<file path="src/rtl/afd_pkg.sv">
// Purpose: Shared constants for the frequency-correction and decimator block
// Assumes: 32-bit AXI4-Lite data, registers one aligned word each
// Notes:   Register indices are kept; byte address is four times the index
package afd_pkg;
   // Register indices and derived byte addresses
   localparam logic [7:0] FREQ_CORR_IDX     = 8'h0f;
   localparam logic [7:0] CHAN_FILT_IDX     = 8'h10;
   localparam logic [7:0] FREQ_CORR_ADDR    = 8'(FREQ_CORR_IDX * 4);
   localparam logic [7:0] CHAN_FILT_ADDR    = 8'(CHAN_FILT_IDX * 4);
   // Reset values: depth 2, exponent 1, mantissa 12; filter all zero
   localparam logic [7:0] FREQ_CORR_RST     = 8'h9c;
   localparam logic [7:0] CHAN_FILT_RST     = 8'h00;
   // Field positions of the correction control register
   localparam int         DEPTH_MSB         = 7;
   localparam int         DEPTH_LSB         = 6;
   localparam int         DEV_EXP_MSB       = 5;
   localparam int         DEV_EXP_LSB       = 4;
   localparam int         DEV_MANT_MSB      = 3;
   localparam int         DEV_MANT_LSB      = 0;
   // Field positions of the channel filter register
   localparam int         BYPASS_BIT        = 7;
   localparam int         SHIFT_MSB         = 6;
   localparam int         SHIFT_LSB         = 5;
   localparam int         DIV_MSB           = 4;
   localparam int         DIV_LSB           = 0;
   // Widths of the data paths
   localparam int         SAMP_W            = 12;
   localparam int         DEC_W             = 20;
   localparam int         FREQ_W            = 12;
   localparam int         SCALE_W           = 7;
   // Filter bandwidth at divisor one, in Hz; bandwidth is this over the divisor
   localparam int         BW_BASE_HZ        = 307200;
   // AXI responses
   localparam logic [1:0] RESP_OKAY         = 2'b00;
   localparam logic [1:0] RESP_SLVERR       = 2'b10;
endpackage

</file>
<file path="src/rtl/afd_afc_if.sv">
// Purpose: Carries averaging depth, frequency measurements and the averaged result
// Assumes: One clock shared by both ends
// Notes:   meas_valid marks one measured 0/1 bit pair
`timescale 1ns/1ps
interface afd_afc_if;
   import afd_pkg::*;
   logic [1:0]               depth;        // Averaging depth selector
   logic signed [FREQ_W-1:0] meas;         // Frequency measured over one bit pair
   logic                     meas_valid;   // One-cycle pulse per bit pair
   logic signed [FREQ_W-1:0] offset;       // Averaged offset to the demodulator
   logic                     offset_valid; // One-cycle pulse on each new average
   modport avg (input depth, input meas, input meas_valid, output offset, output offset_valid);
   modport user (output depth, output meas, output meas_valid, input offset, input offset_valid);
endinterface

</file>
<file path="src/rtl/afd_afc_avg.sv">
// Purpose: Averages frequency measurements over one, two or four bit pairs
// Assumes: Measurements arrive as single-cycle pulses on the shared clock
// Notes:   Depth zero forces a zero offset and discards partial sums
`timescale 1ns/1ps
module afd_afc_avg
   import afd_pkg::*;
(
   input  wire logic aclk,
   input  wire logic aresetn,
   afd_afc_if.avg    afc
);
   typedef struct packed {
      logic signed [FREQ_W+1:0] acc;   // Running sum, two guard bits for four pairs
      logic [1:0]               cnt;   // Pairs summed so far
      logic signed [FREQ_W-1:0] avg;   // Last average
      logic                     vld;   // New-average pulse
   } afd_avg_s;

   afd_avg_s q, d;
   logic signed [FREQ_W+1:0] sum;      // Sum including the current pair
   logic [1:0]               last;     // Count value of the final pair

   // Next state of the averager
   always_comb begin
      d    = q;
      d.vld = 1'b0;
      sum  = q.acc + (FREQ_W+2)'(afc.meas);
      last = (afc.depth == 2'd3) ? 2'd3 : ((afc.depth == 2'd2) ? 2'd1 : 2'd0);
      if (afc.depth == 2'd0) begin
         // Correction off: demodulator sees no offset
         d.acc = '0;
         d.cnt = '0;
         d.avg = '0;
      end else if (afc.meas_valid) begin
         if (q.cnt >= last) begin
            // Divide by 1, 2 or 4 pairs with an arithmetic shift
            unique case (afc.depth)
               2'd1:    d.avg = FREQ_W'(sum);
               2'd2:    d.avg = FREQ_W'(sum >>> 1);
               default: d.avg = FREQ_W'(sum >>> 2);
            endcase
            d.acc = '0;
            d.cnt = '0;
            d.vld = 1'b1;
         end else begin
            d.acc = sum;
            d.cnt = q.cnt + 2'd1;
         end
      end
   end

   // State register
   always_ff @(posedge aclk) begin
      if (!aresetn) begin
         q <= '0;
      end else begin
         q <= d;
      end
   end

   assign afc.offset       = q.avg;
   assign afc.offset_valid = q.vld;
endmodule

</file>
<file path="src/rtl/afd_top.sv">
// Purpose: AXI4-Lite controlled frequency-correction averager and channel decimator
// Assumes: Samples and measurements come from logic on the same clock
// Notes:   Decimator is a boxcar sum over the divisor; outputs are registered
//
// The AXI4-Lite register port is this design's own decision.
`timescale 1ns/1ps
module afd_top
   import afd_pkg::*;
(
   input  wire logic                     aclk,
   input  wire logic                     aresetn,
   // AXI4-Lite slave
   input  wire logic [7:0]               s_axi_awaddr,
   input  wire logic                     s_axi_awvalid,
   output logic                          s_axi_awready,
   input  wire logic [31:0]              s_axi_wdata,
   input  wire logic [3:0]               s_axi_wstrb,
   input  wire logic                     s_axi_wvalid,
   output logic                          s_axi_wready,
   output logic [1:0]                    s_axi_bresp,
   output logic                          s_axi_bvalid,
   input  wire logic                     s_axi_bready,
   input  wire logic [7:0]               s_axi_araddr,
   input  wire logic                     s_axi_arvalid,
   output logic                          s_axi_arready,
   output logic [31:0]                   s_axi_rdata,
   output logic [1:0]                    s_axi_rresp,
   output logic                          s_axi_rvalid,
   input  wire logic                     s_axi_rready,
   // Receive path
   input  wire logic signed [SAMP_W-1:0] samp_data,
   input  wire logic                     samp_valid,
   input  wire logic signed [FREQ_W-1:0] freq_meas,
   input  wire logic                     freq_meas_valid,
   output logic signed [DEC_W-1:0]       dec_data,
   output logic                          dec_clk,
   output logic signed [FREQ_W-1:0]      afc_offset,
   output logic                          afc_offset_valid,
   output logic [SCALE_W-1:0]            rx_dev_scale,
   output logic                          analog_filter_bypass
);
   typedef struct packed {
      logic [7:0]              freq_correction_ctrl; // Depth, exponent, mantissa
      logic [7:0]              channel_filter_ctrl;  // Bypass, shift, divisor
      logic                    awready;              // Address channel open
      logic                    wready;               // Data channel open
      logic                    aw_hold;              // Write address captured
      logic [7:0]              aw_addr;              // Captured write address
      logic                    w_hold;               // Write data captured
      logic [7:0]              w_data;               // Captured low byte
      logic                    w_strb0;              // Captured lane 0 enable
      logic                    bvalid;               // Write response pending
      logic [1:0]              bresp;                // Write response code
      logic                    arready;              // Read address open
      logic                    rvalid;               // Read data pending
      logic [1:0]              rresp;                // Read response code
      logic [31:0]             rdata;                // Read data
      logic signed [DEC_W-1:0] acc;                  // Decimator running sum
      logic [4:0]              cnt;                  // Samples in this period
      logic [4:0]              div_act;              // Divisor selector in use
      logic [1:0]              shift_act;            // Input shift in use
      logic signed [DEC_W-1:0] dec_data;             // Last decimated output
      logic                    dec_clk;              // Decimation strobe
      logic [SCALE_W-1:0]      dev_scale;            // Deviation scale
      logic                    bypass;               // Analog filter bypass
   } afd_top_s;

   afd_top_s q, d;
   logic signed [DEC_W-1:0] samp_sh;  // Shifted input sample
   logic signed [DEC_W-1:0] samp_sum; // Sum including current sample
   logic [4:0]              div_use;  // Divisor selector for this sample
   logic [1:0]              shift_use; // Input shift for this sample

   afd_afc_if afc_bus ();

   // Averager sees depth straight from the register
   assign afc_bus.depth      = q.freq_correction_ctrl[DEPTH_MSB:DEPTH_LSB];
   assign afc_bus.meas       = freq_meas;
   assign afc_bus.meas_valid = freq_meas_valid;

   afd_afc_avg u_avg (
      .aclk    (aclk),
      .aresetn (aresetn),
      .afc     (afc_bus)
   );

   // Next state: bus slave, decimator and deviation scale
   always_comb begin
      d          = q;
      d.dec_clk  = 1'b0;
      // An empty period takes the register as it stands; a started one keeps its own
      div_use    = (q.cnt == 5'd0) ? q.channel_filter_ctrl[DIV_MSB:DIV_LSB] : q.div_act;
      shift_use  = (q.cnt == 5'd0) ? q.channel_filter_ctrl[SHIFT_MSB:SHIFT_LSB] : q.shift_act;
      samp_sh    = DEC_W'(samp_data) <<< shift_use;
      samp_sum   = q.acc + samp_sh;

      // Write address and data are taken in either order
      if (s_axi_awvalid && q.awready) begin
         d.aw_hold = 1'b1;
         d.aw_addr = s_axi_awaddr;
         d.awready = 1'b0;
      end
      if (s_axi_wvalid && q.wready) begin
         d.w_hold  = 1'b1;
         d.w_data  = s_axi_wdata[7:0];
         d.w_strb0 = s_axi_wstrb[0];
         d.wready  = 1'b0;
      end
      // Both halves present: commit and respond
      if (q.aw_hold && q.w_hold && !q.bvalid) begin
         d.aw_hold = 1'b0;
         d.w_hold  = 1'b0;
         d.bvalid  = 1'b1;
         d.bresp   = RESP_OKAY;
         if (q.aw_addr == FREQ_CORR_ADDR) begin
            if (q.w_strb0) begin
               d.freq_correction_ctrl = q.w_data;
            end
         end else if (q.aw_addr == CHAN_FILT_ADDR) begin
            if (q.w_strb0) begin
               d.channel_filter_ctrl = q.w_data;
            end
         end else begin
            // Unmapped address: nothing stored
            d.bresp = RESP_SLVERR;
         end
      end
      // Response taken: reopen both channels
      if (q.bvalid && s_axi_bready) begin
         d.bvalid  = 1'b0;
         d.awready = 1'b1;
         d.wready  = 1'b1;
      end

      // Read: one cycle from address to data
      if (s_axi_arvalid && q.arready) begin
         d.arready = 1'b0;
         d.rvalid  = 1'b1;
         d.rresp   = RESP_OKAY;
         if (s_axi_araddr == FREQ_CORR_ADDR) begin
            d.rdata = {24'h000000, q.freq_correction_ctrl};
         end else if (s_axi_araddr == CHAN_FILT_ADDR) begin
            d.rdata = {24'h000000, q.channel_filter_ctrl};
         end else begin
            d.rdata = 32'h00000000;
            d.rresp = RESP_SLVERR;
         end
      end
      if (q.rvalid && s_axi_rready) begin
         d.rvalid  = 1'b0;
         d.arready = 1'b1;
      end

      // Boxcar decimator: sum div_act+1 shifted samples per output
      if (samp_valid) begin
         // Settings are latched per period, so no sum mixes two divisors
         d.div_act   = div_use;
         d.shift_act = shift_use;
         if (q.cnt >= div_use) begin
            d.dec_data = samp_sum;
            d.dec_clk  = 1'b1;
            d.acc      = '0;
            d.cnt      = '0;
         end else begin
            d.acc = samp_sum;
            d.cnt = q.cnt + 5'd1;
         end
      end

      // Scale in units of baud/24: mantissa shifted by exponent
      d.dev_scale = SCALE_W'(q.freq_correction_ctrl[DEV_MANT_MSB:DEV_MANT_LSB])
                    << q.freq_correction_ctrl[DEV_EXP_MSB:DEV_EXP_LSB];
      d.bypass    = q.channel_filter_ctrl[BYPASS_BIT];
   end

   // State register; divisor and shift start from the reset register value
   always_ff @(posedge aclk) begin
      if (!aresetn) begin
         q                      <= '0;
         q.freq_correction_ctrl <= FREQ_CORR_RST;
         q.channel_filter_ctrl  <= CHAN_FILT_RST;
         q.awready              <= 1'b1;
         q.wready               <= 1'b1;
         q.arready              <= 1'b1;
         q.div_act              <= CHAN_FILT_RST[DIV_MSB:DIV_LSB];
         q.shift_act            <= CHAN_FILT_RST[SHIFT_MSB:SHIFT_LSB];
      end else begin
         q <= d;
      end
   end

   // Outputs straight from state flops
   assign s_axi_awready        = q.awready;
   assign s_axi_wready         = q.wready;
   assign s_axi_bvalid         = q.bvalid;
   assign s_axi_bresp          = q.bresp;
   assign s_axi_arready        = q.arready;
   assign s_axi_rvalid         = q.rvalid;
   assign s_axi_rresp          = q.rresp;
   assign s_axi_rdata          = q.rdata;
   assign dec_data             = q.dec_data;
   assign dec_clk              = q.dec_clk;
   assign afc_offset           = afc_bus.offset;
   assign afc_offset_valid     = afc_bus.offset_valid;
   assign rx_dev_scale         = q.dev_scale;
   assign analog_filter_bypass = q.bypass;
endmodule

</file>
<file path="config.mk">
export PLATFORM = sky130hd
export DESIGN_NAME = afd_top
export DESIGN_NICKNAME = d
export VERILOG_FILES = /design/src/rtl/afd_pkg.sv /design/src/rtl/afd_afc_if.sv /design/src/rtl/afd_afc_avg.sv /design/src/rtl/afd_top.sv
export SDC_FILE = /design/constraint.sdc
export NUM_CORES = 1
export LEC_CHECK = 0
export BUFFER_PORTS_ARGS = -buffer_cell sky130_fd_sc_hd__buf_4
export CAP_MARGIN = 20
export CORE_ASPECT_RATIO = 0.8
export CORE_UTILIZATION = 55
export CTS_BUF_LIST = sky130_fd_sc_hd__clkbuf_4 sky130_fd_sc_hd__clkbuf_8
export CTS_CLUSTER_DIAMETER = 80
export DETAILED_ROUTE_END_ITERATION = 12
export PLACE_DENSITY = 0.77
export RECOVER_POWER = 25
export SYNTH_ARGS = -nofsm -noshare
export SYNTH_HDL_FRONTEND = slang
export SYNTH_SLANG_ARGS = --single-unit
</file>
<file path="constraint.sdc">
create_clock -name aclk -period 10.3 [get_ports aclk]
set_input_delay 1.545 -clock aclk [delete_from_list [all_inputs] [get_ports aclk]]
set_output_delay 1.545 -clock aclk [all_outputs]
set_load 0.02 [all_outputs]
</file>
==> metrics.md, run 1 <==
| Metric | Value |
|---|---|
| Cell Chain, Critical Path | `clkbuf_1 > clkinv_1 > clkbuf_1 > nor2_1 > a22o_1` |
| Mapped Area | `8230 µm²` |
| Family with the most delay on the worst path | `buffers and inverters` |
| CP max FO | `83` |
| Combinational Power Share | `around a fifth` |
| Area Overhead vs Synth | `11.3%` |
| Post-CTS Resized | `0` |
| Seq cells post-synth | `140` |
| Fmax | `164 MHz` |
| Post-CTS Setup Repair Bufs | `0` |
| GRT Util Overall | `24.3%` |
| Avg Inst Size Synth | `approximately 8.3 µm²` |
| Antenna-violating nets left | `0` |
| Initial Util | `57.0%` |
| Vias in the first global route | `around 6400` |
| Maximum vdd drop | `0.0863 mV` |
| Critical Path End Type | `flop` |
| Number of distinct library cells after synthesis | `68` |
| Clk_lat worst skew | `about 450 ps` |
| GPL Wtd Cong | `0.927` |
| Max Buffers Root-to-Sink | `2` |
| Max Slew Vio Count | `116` |
| Die width | `about 140 µm` |
| # fillers | `1287` |
| Final hold violations | `0` |
| Total power | `0.00136 W` |
| Synth Flop Type | `dfxtp_1` |
| WHS | `461 ps` |
| Initial antenna violation count | `0` |
| IO Pins | `168` |
| Leakage | `4.17 nW` |
| Power density cells | `149 nW/µm²` |
| Worst path arrival time | `6440 ps` |
| Final min period | `6100 ps` |
| Internal cell power | `0.000964 W` |
| Final setup vio count | `0` |
| DP Wirelength | `between 10 and 15 mm` |
| Core ar. | `between 10000 and 15000 µm²` |
| CTS tree | `done` |
| Seq/Total Area, Yosys | `34.1%` |
| Total Wirelength | `18.7 mm` |
| Switching power total | `0.000398 W` |
| Violated checks | `design-rule violations, max-capacitance violations, max-slew violations` |
| Clk sinks | `140` |
| Skew final | `~9 ps` |
| Worst relative slew slack | `-146%` |
| Crit path required time | `10640 ps` |
| Die Y | `111 µm` |
| Final instance area | `9160 µm²` |
| Num CTS Buffers | `17` |
| DR pass1 iterations | `9` |
| Unrepaired setup endpoints after global routing | `false` |
| CP max stage cell | `clkbuf_1` |
| DRC viols | `16` |
| PortBufs | `114` |
| Outcome | `finished with violations` |
| DP Area | `slightly below 9000 µm²` |
| Ant. Diodes | `0` |
| Total grt overflow | `0` |
| Register area | `2800 µm²` |
| Share of power burned in registers | `a little over two fifths` |
| Crit-path max cell delay | `2600 ps` |
| Layout cells sized above 1 | `16.0%` |
| DR WL/cell | `around 15 µm` |
| Hold-fix buffers, CTS | `0` |
| Least-Margin Pin Slew | `3680 ps` |
| Final net count | `1164` |
| Clock root buffer master | `clkbuf_8` |
| Via-to-Cell Ratio | `~5.8` |
| HP Start | `dec_data[11]` |
| Rows | `39` |
| Most frequent CP cell | `clkbuf_1` |
| Buffers & Inverters on Critical Path | `3` |
| Largest net degree at the start of global routing | `84` |
| H-tree lvl count | `4` |
| Number of synthesized flops with an enable pin | `0` |
| CP startpoint kind | `input pin` |
| First-pass GRT wire length | `30.7 mm` |
| FF-to-FF Start | `q[36]` |
| Area of the multi-input gates | `between 4000 and 5000 µm²` |
| Setup TNS | `0 ps` |
| Via Count | `7073` |
| Synth warn | `0` |
| Switch share | `29.2%` |
| Worst setup startpoint | `aresetn` |
| Clock transition at the registers of the reported paths | `80 ps` |
| Starting DRC count in detailed routing | `roughly 460` |
| Async S/R FF share, synth | `0%` |
| MaxCap Viol Count | `2` |
| Min-delay worst type | `reg2reg` |
| Mapped Cells | `slightly below 1000` |
| Period Utilization, post-route | `59.2%` |
| Setup CP Type | `in2reg` |
| Die area | `15500 µm²` |
| Clock power share | `37.6%` |
[Yosys cell counts (10+ instances only)]
cell      number  area share, %
inv_1         28            1.3
a211oi_1      13            1.2
o21ai_0       22            1.3
nor2_1        90            4.1
nand3_1       39            2.4
clkbuf_1      41            1.9
o211ai_1      11            1.0
nand2b_1      19            1.4
a21oi_1       99            6.0
nand2_1       90            4.1
buf_4         75            6.8
ha_1          45            6.8
a221oi_1      10            1.1
nor3_1        19            1.2
a21o_1        19            1.7
xnor2_1       14            1.5
nor2b_1       17            1.3
mux2i_1       54            6.6
xor2_1        13            1.4
nand4_1       14            1.1
dfxtp_1      140             34
[layer usage]
layer	GRT usage [%]	vias to the layer above	routed length (µm)
met5	0	-	0
met4	6.15	0	203
met3	5.98	21	1210
met2	37.0	219	7960
met1	34.5	3304	9350
li1	-	3529	-
[cell usage in the layout (no fill, tap or decap), types with 20 or more instances in the layout]
cell	n
nor2_1	90
inv_1	27
ha_1	45
clkbuf_8	20
mux2i_1	52
buf_4	115
a21oi_1	99
dfxtp_1	140
o21ai_0	22
conb_1	26
nand3_1	39
nand2_1	90
[path summary, 6_finish.rpt]
path                   to  slack (ps)  cells past startpoint
min          dec_data[11]         460                      2
max reg2reg  dec_data[17]        5600                     15
max                 q[50]        4200                      5
min reg2reg  dec_data[11]         460                      2
[cell families (layout without fill, tap and decap cells)]
kind of cell | count (synthesis) | after routing | share of synthesized area [%]
and+or+nand+nor | 332 | 332 | 19.3
xor gates and xnor gates | 27 | 27 | 2.87
AOI/OAI and AO/OA | 237 | 237 | 18.8
muxes | 58 | 58 | 7.12
buffers and inverters | 152 | 178 | 10.5
DFF | 140 | 140 | 34.1
other | 1 | 26 | 0.0456
adders and majority gates | 47 | 47 | 7.33
[worst register-to-register path: cells and delay by family (launching register included)]
| family | cells | cell delay [ps] |
|---|---|---|
| AO/OA/AOI/OAI | 5 | 1000 |
| adder cells (fa/ha/maj) | 2 | 560 |
| buffers and inverters | 2 | 340 |
| flip-flops | 1 | 340 |
| multiplexers | 3 | 1390 |
| AND/OR/NAND/NOR | 3 | 790 |
[registers in the layout, summed over array words and instances (netlist names)]
name                    cells
afc_bus.depth               2
analog_filter_bypass        1
d                           1
dec_clk                     1
dec_data                   20
q                          64
rx_dev_scale                7
s_axi_arready               1
s_axi_awready               1
s_axi_bresp                 1
s_axi_bvalid                1
s_axi_rdata                 8
s_axi_rresp                 1
s_axi_rvalid                1
s_axi_wready                1
u_avg.afc.offset           12
u_avg.afc.offset_valid      1
u_avg.q                    16
[area by class of cell]
cell class	instances	share of cell area, %
Sequential cell	140	30.6
Multi-Input combinational cell	727	51.0
Timing Repair Buffer	118	9.63
Tap cell	184	2.51
Clock inverter	11	1.98
Inverter	28	1.15
Clock buffer	21	3.09
[power by group through the flow]
stage / Combinational (W) / Sequential, W / Clock (W)
finish: 0.000262 / 0.000588 / 0.000511
global route: 0.000287 / 0.000592 / 0.000548
CTS: 0.000259 / 0.000588 / 0.000519
detailed placement: 0.000258 / 0.000600 / 0
global placement: 0.000255 / 0.000599 / 0
floorplan: 0.000204 / 0.000596 / 0
[per-stage QoR]
| stage | setup WS, ps | std cells | utilization, % |
|---|---|---|---|
| floorplan | 5940 | 1019 | - |
| global placement | 5700 | 1196 | 60.2 |
| detailed placement | 5650 | 1196 | 60.2 |
| CTS | 5650 | 1228 | 63.4 |
| global route | 3800 | 1229 | 63.4 |
| finish | 4200 | 1229 | 63.4 |
Note: power is estimated with default switching activity, not from simulation.
==> inputs of run 2 (changes only) <==
==> constraint.sdc (replaced) <==
create_clock -name aclk -period 5.8 [get_ports aclk]
set_input_delay 0.87 -clock aclk [delete_from_list [all_inputs] [get_ports aclk]]
set_output_delay 0.87 -clock aclk [all_outputs]
set_load 0.02 [all_outputs]
==> run 2 against run 1 <==
Compared with the run above:
- the run still ends with design-rule violations, max-capacitance violations, max-slew violations left
- total power is 68% higher
- via count is 1.5% lower
- largest power group unchanged
- setup slack worse by 2900 ps
- final cell count did not move
- first-iteration DRC count down 0.86%
==> metrics.md, run 2 (synthesis results as in run 1) <==
| Metric | Value |
|---|---|
| Worst R2R End | `q[60]` |
| PortBufs | `114` |
| Most common cell after layout, fill and taps aside | `dfxtp_1` |
| MaxCap Viol Count | `1` |
| Layout cells sized above 1 | `14.9%` |
| IO Pins | `168` |
| Max FFs per register | `64` |
| Clk_lat worst skew | `450 ps` |
| Largest net degree at the start of global routing | `84` |
| Finished Core Util | `62.7%` |
| Setup TNS | `0 ps` |
| Final min period | `between 4000 and 5000 ps` |
| Maximum vdd drop | `0.142 mV` |
| Total power | `between 0.002 and 0.0025 W` |
| Final net count | `1166` |
| Cell Chain, Critical Path | `inv_1 > ha_1 > nor4b_2 > buf_4 > mux2i_2 > mux2i_1 > mux2i_1 > ha_1 > a211oi_1 > nor2_1 > o311ai_2 > o21ai_0 > a221o_1 > o21a_1 > o22a_1` |
| Clk sinks | `140` |
| Outcome | `finished with violations` |
| Most frequent cells in the layout | `dfxtp_1 (140), buf_4 (107), a21oi_1 (99)` |
| Vias in the first global route | `a little over 6000` |
| CP max stage cell | `mux2i_2` |
| Unrepaired setup endpoints after global routing | `false` |
| FF-to-FF Start | `q[36]` |
| Ant. Diodes | `0` |
| Antenna-violating nets left | `0` |
| HP Start | `u_avg.afc.offset[0]` |
| Skew final | `13.9 ps` |
| Critical Path End Type | `flop` |
| Initial antenna violation count | `0` |
| Hold depth | `2` |
| Hold endpoint | `u_avg.afc.offset[0]` |
| Max Slew Vio Count | `32` |
| Setup CP Type | `reg2reg` |
| First-pass GRT wire length | `roughly 30 mm` |
| Via Count | `6967` |
| R2r setup slk | `around 1300 ps` |
| Via-to-Cell Ratio | `5.67` |
| Power density cells | `approximately 250 nW/µm²` |
| Hold-fix buffers, CTS | `0` |
| Area Overhead vs Synth | `10.0%` |
| Violated checks | `design-rule violations, max-capacitance violations, max-slew violations` |
| Clock transition at the registers of the reported paths | `80 ps` |
| Leakage | `4.09 nW` |
| Worst path arrival time | `about 5000 ps` |
| Clock root buffer master | `clkbuf_8` |
| Num CTS Buffers | `17` |
| Final setup vio count | `0` |
| Period Utilization, post-route | `78.0%` |
| Core ar. | `roughly 14000 µm²` |
| Largest Register | `q` |
| Die width | `139 µm` |
| Die Y | `~110 µm` |
| Family with the most delay on the worst path | `compound AO/OA/AOI/OAI gates` |
| DR WL/cell | `15.1 µm` |
| CP max FO | `14` |
| Fmax | `221 MHz` |
| Starting DRC count in detailed routing | `460` |
| CTS tree | `done` |
| Least-Margin Pin Slew | `1530 ps` |
| Buffers & Inverters on Critical Path | `2` |
| GPL Wtd Cong | `0.939` |
| Rows | `39` |
| Crit-path max cell delay | `800 ps` |
| Total Wirelength | `between 15 and 20 mm` |
| Final hold violations | `0` |
| Max Buffers Root-to-Sink | `2` |
| Min-delay worst type | `reg2reg` |
| DRC viols | `9` |
| Die area | `around 15000 µm²` |
| Initial Util | `57.0%` |
| Worst R2R Path Depth | `15` |
| Post-CTS Setup Repair Bufs | `0` |
| H-tree lvl count | `4` |
| DR pass1 iterations | `11` |
| Worst relative slew slack | `-2.25%` |
| DP Wirelength | `13.2 mm` |
| Crit path required time | `just over 6000 ps` |
| Post-CTS Resized | `0` |
| Total grt overflow | `0` |
| GRT Util Overall | `between 20% and 30%` |
| CP startpoint kind | `flop` |
-- run 2: how the worst max path moves through the flow --
stage,endpoint,slack [ps],from,depth (start not counted)
after CTS,q[52],1250,q[36],15
after floorplan,q[58],1440,q[36],16
final,q[60],1280,q[36],15
after global placement,q[60],1260,q[36],16
after detailed placement,q[60],1280,q[36],15
after global routing,q[52],940,q[36],15
-- run 2: per-stage QoR --
stage | instances | hold WS [ps] | instance area, µm² | worst slack, ps
final | 1229 | 458 | 9050 | 1280
after global routing | 1229 | 485 | 9050 | 943
after CTS | 1228 | 459 | 9090 | 1250
after detailed placement | 1198 | 448 | 8700 | 1280
after global placement | 1198 | 443 | 8700 | 1260
after floorplan | 1019 | 436 | 8320 | 1440
-- run 2: cell type report --
class / count / area (µm²)
clock inverter: 10 / 118
tap: 184 / 230
timing repair buffer: 120 / 860
clock buffer: 20 / 269
fill: 1293 / 5390
multi-input combinational: 727 / 4670
sequential: 140 / 2800
inverter: 28 / 105
-- run 2: power breakdown --
part	switching (W)	internal, W	total (W)
registers	0.0000325	0.00101	0.00104
clock network	0.000374	0.000405	0.000778
logic	0.000278	0.000182	0.000460
-- run 2: routing by layer --
metal  track usage [%]  share of wire (%)  up-vias
met5                 0                  0        -
met4              5.63               0.73        0
met3              6.28                6.9       15
met2              35.4                 42      214
met1              35.4                 50     3215
li1                  -                  -     3523
-- run 2: worst min-delay path, cell delays in order, from the launching register on --
cell and delay [ps]:
dfxtp_1 310, nand2_1 50, a21oi_1 50
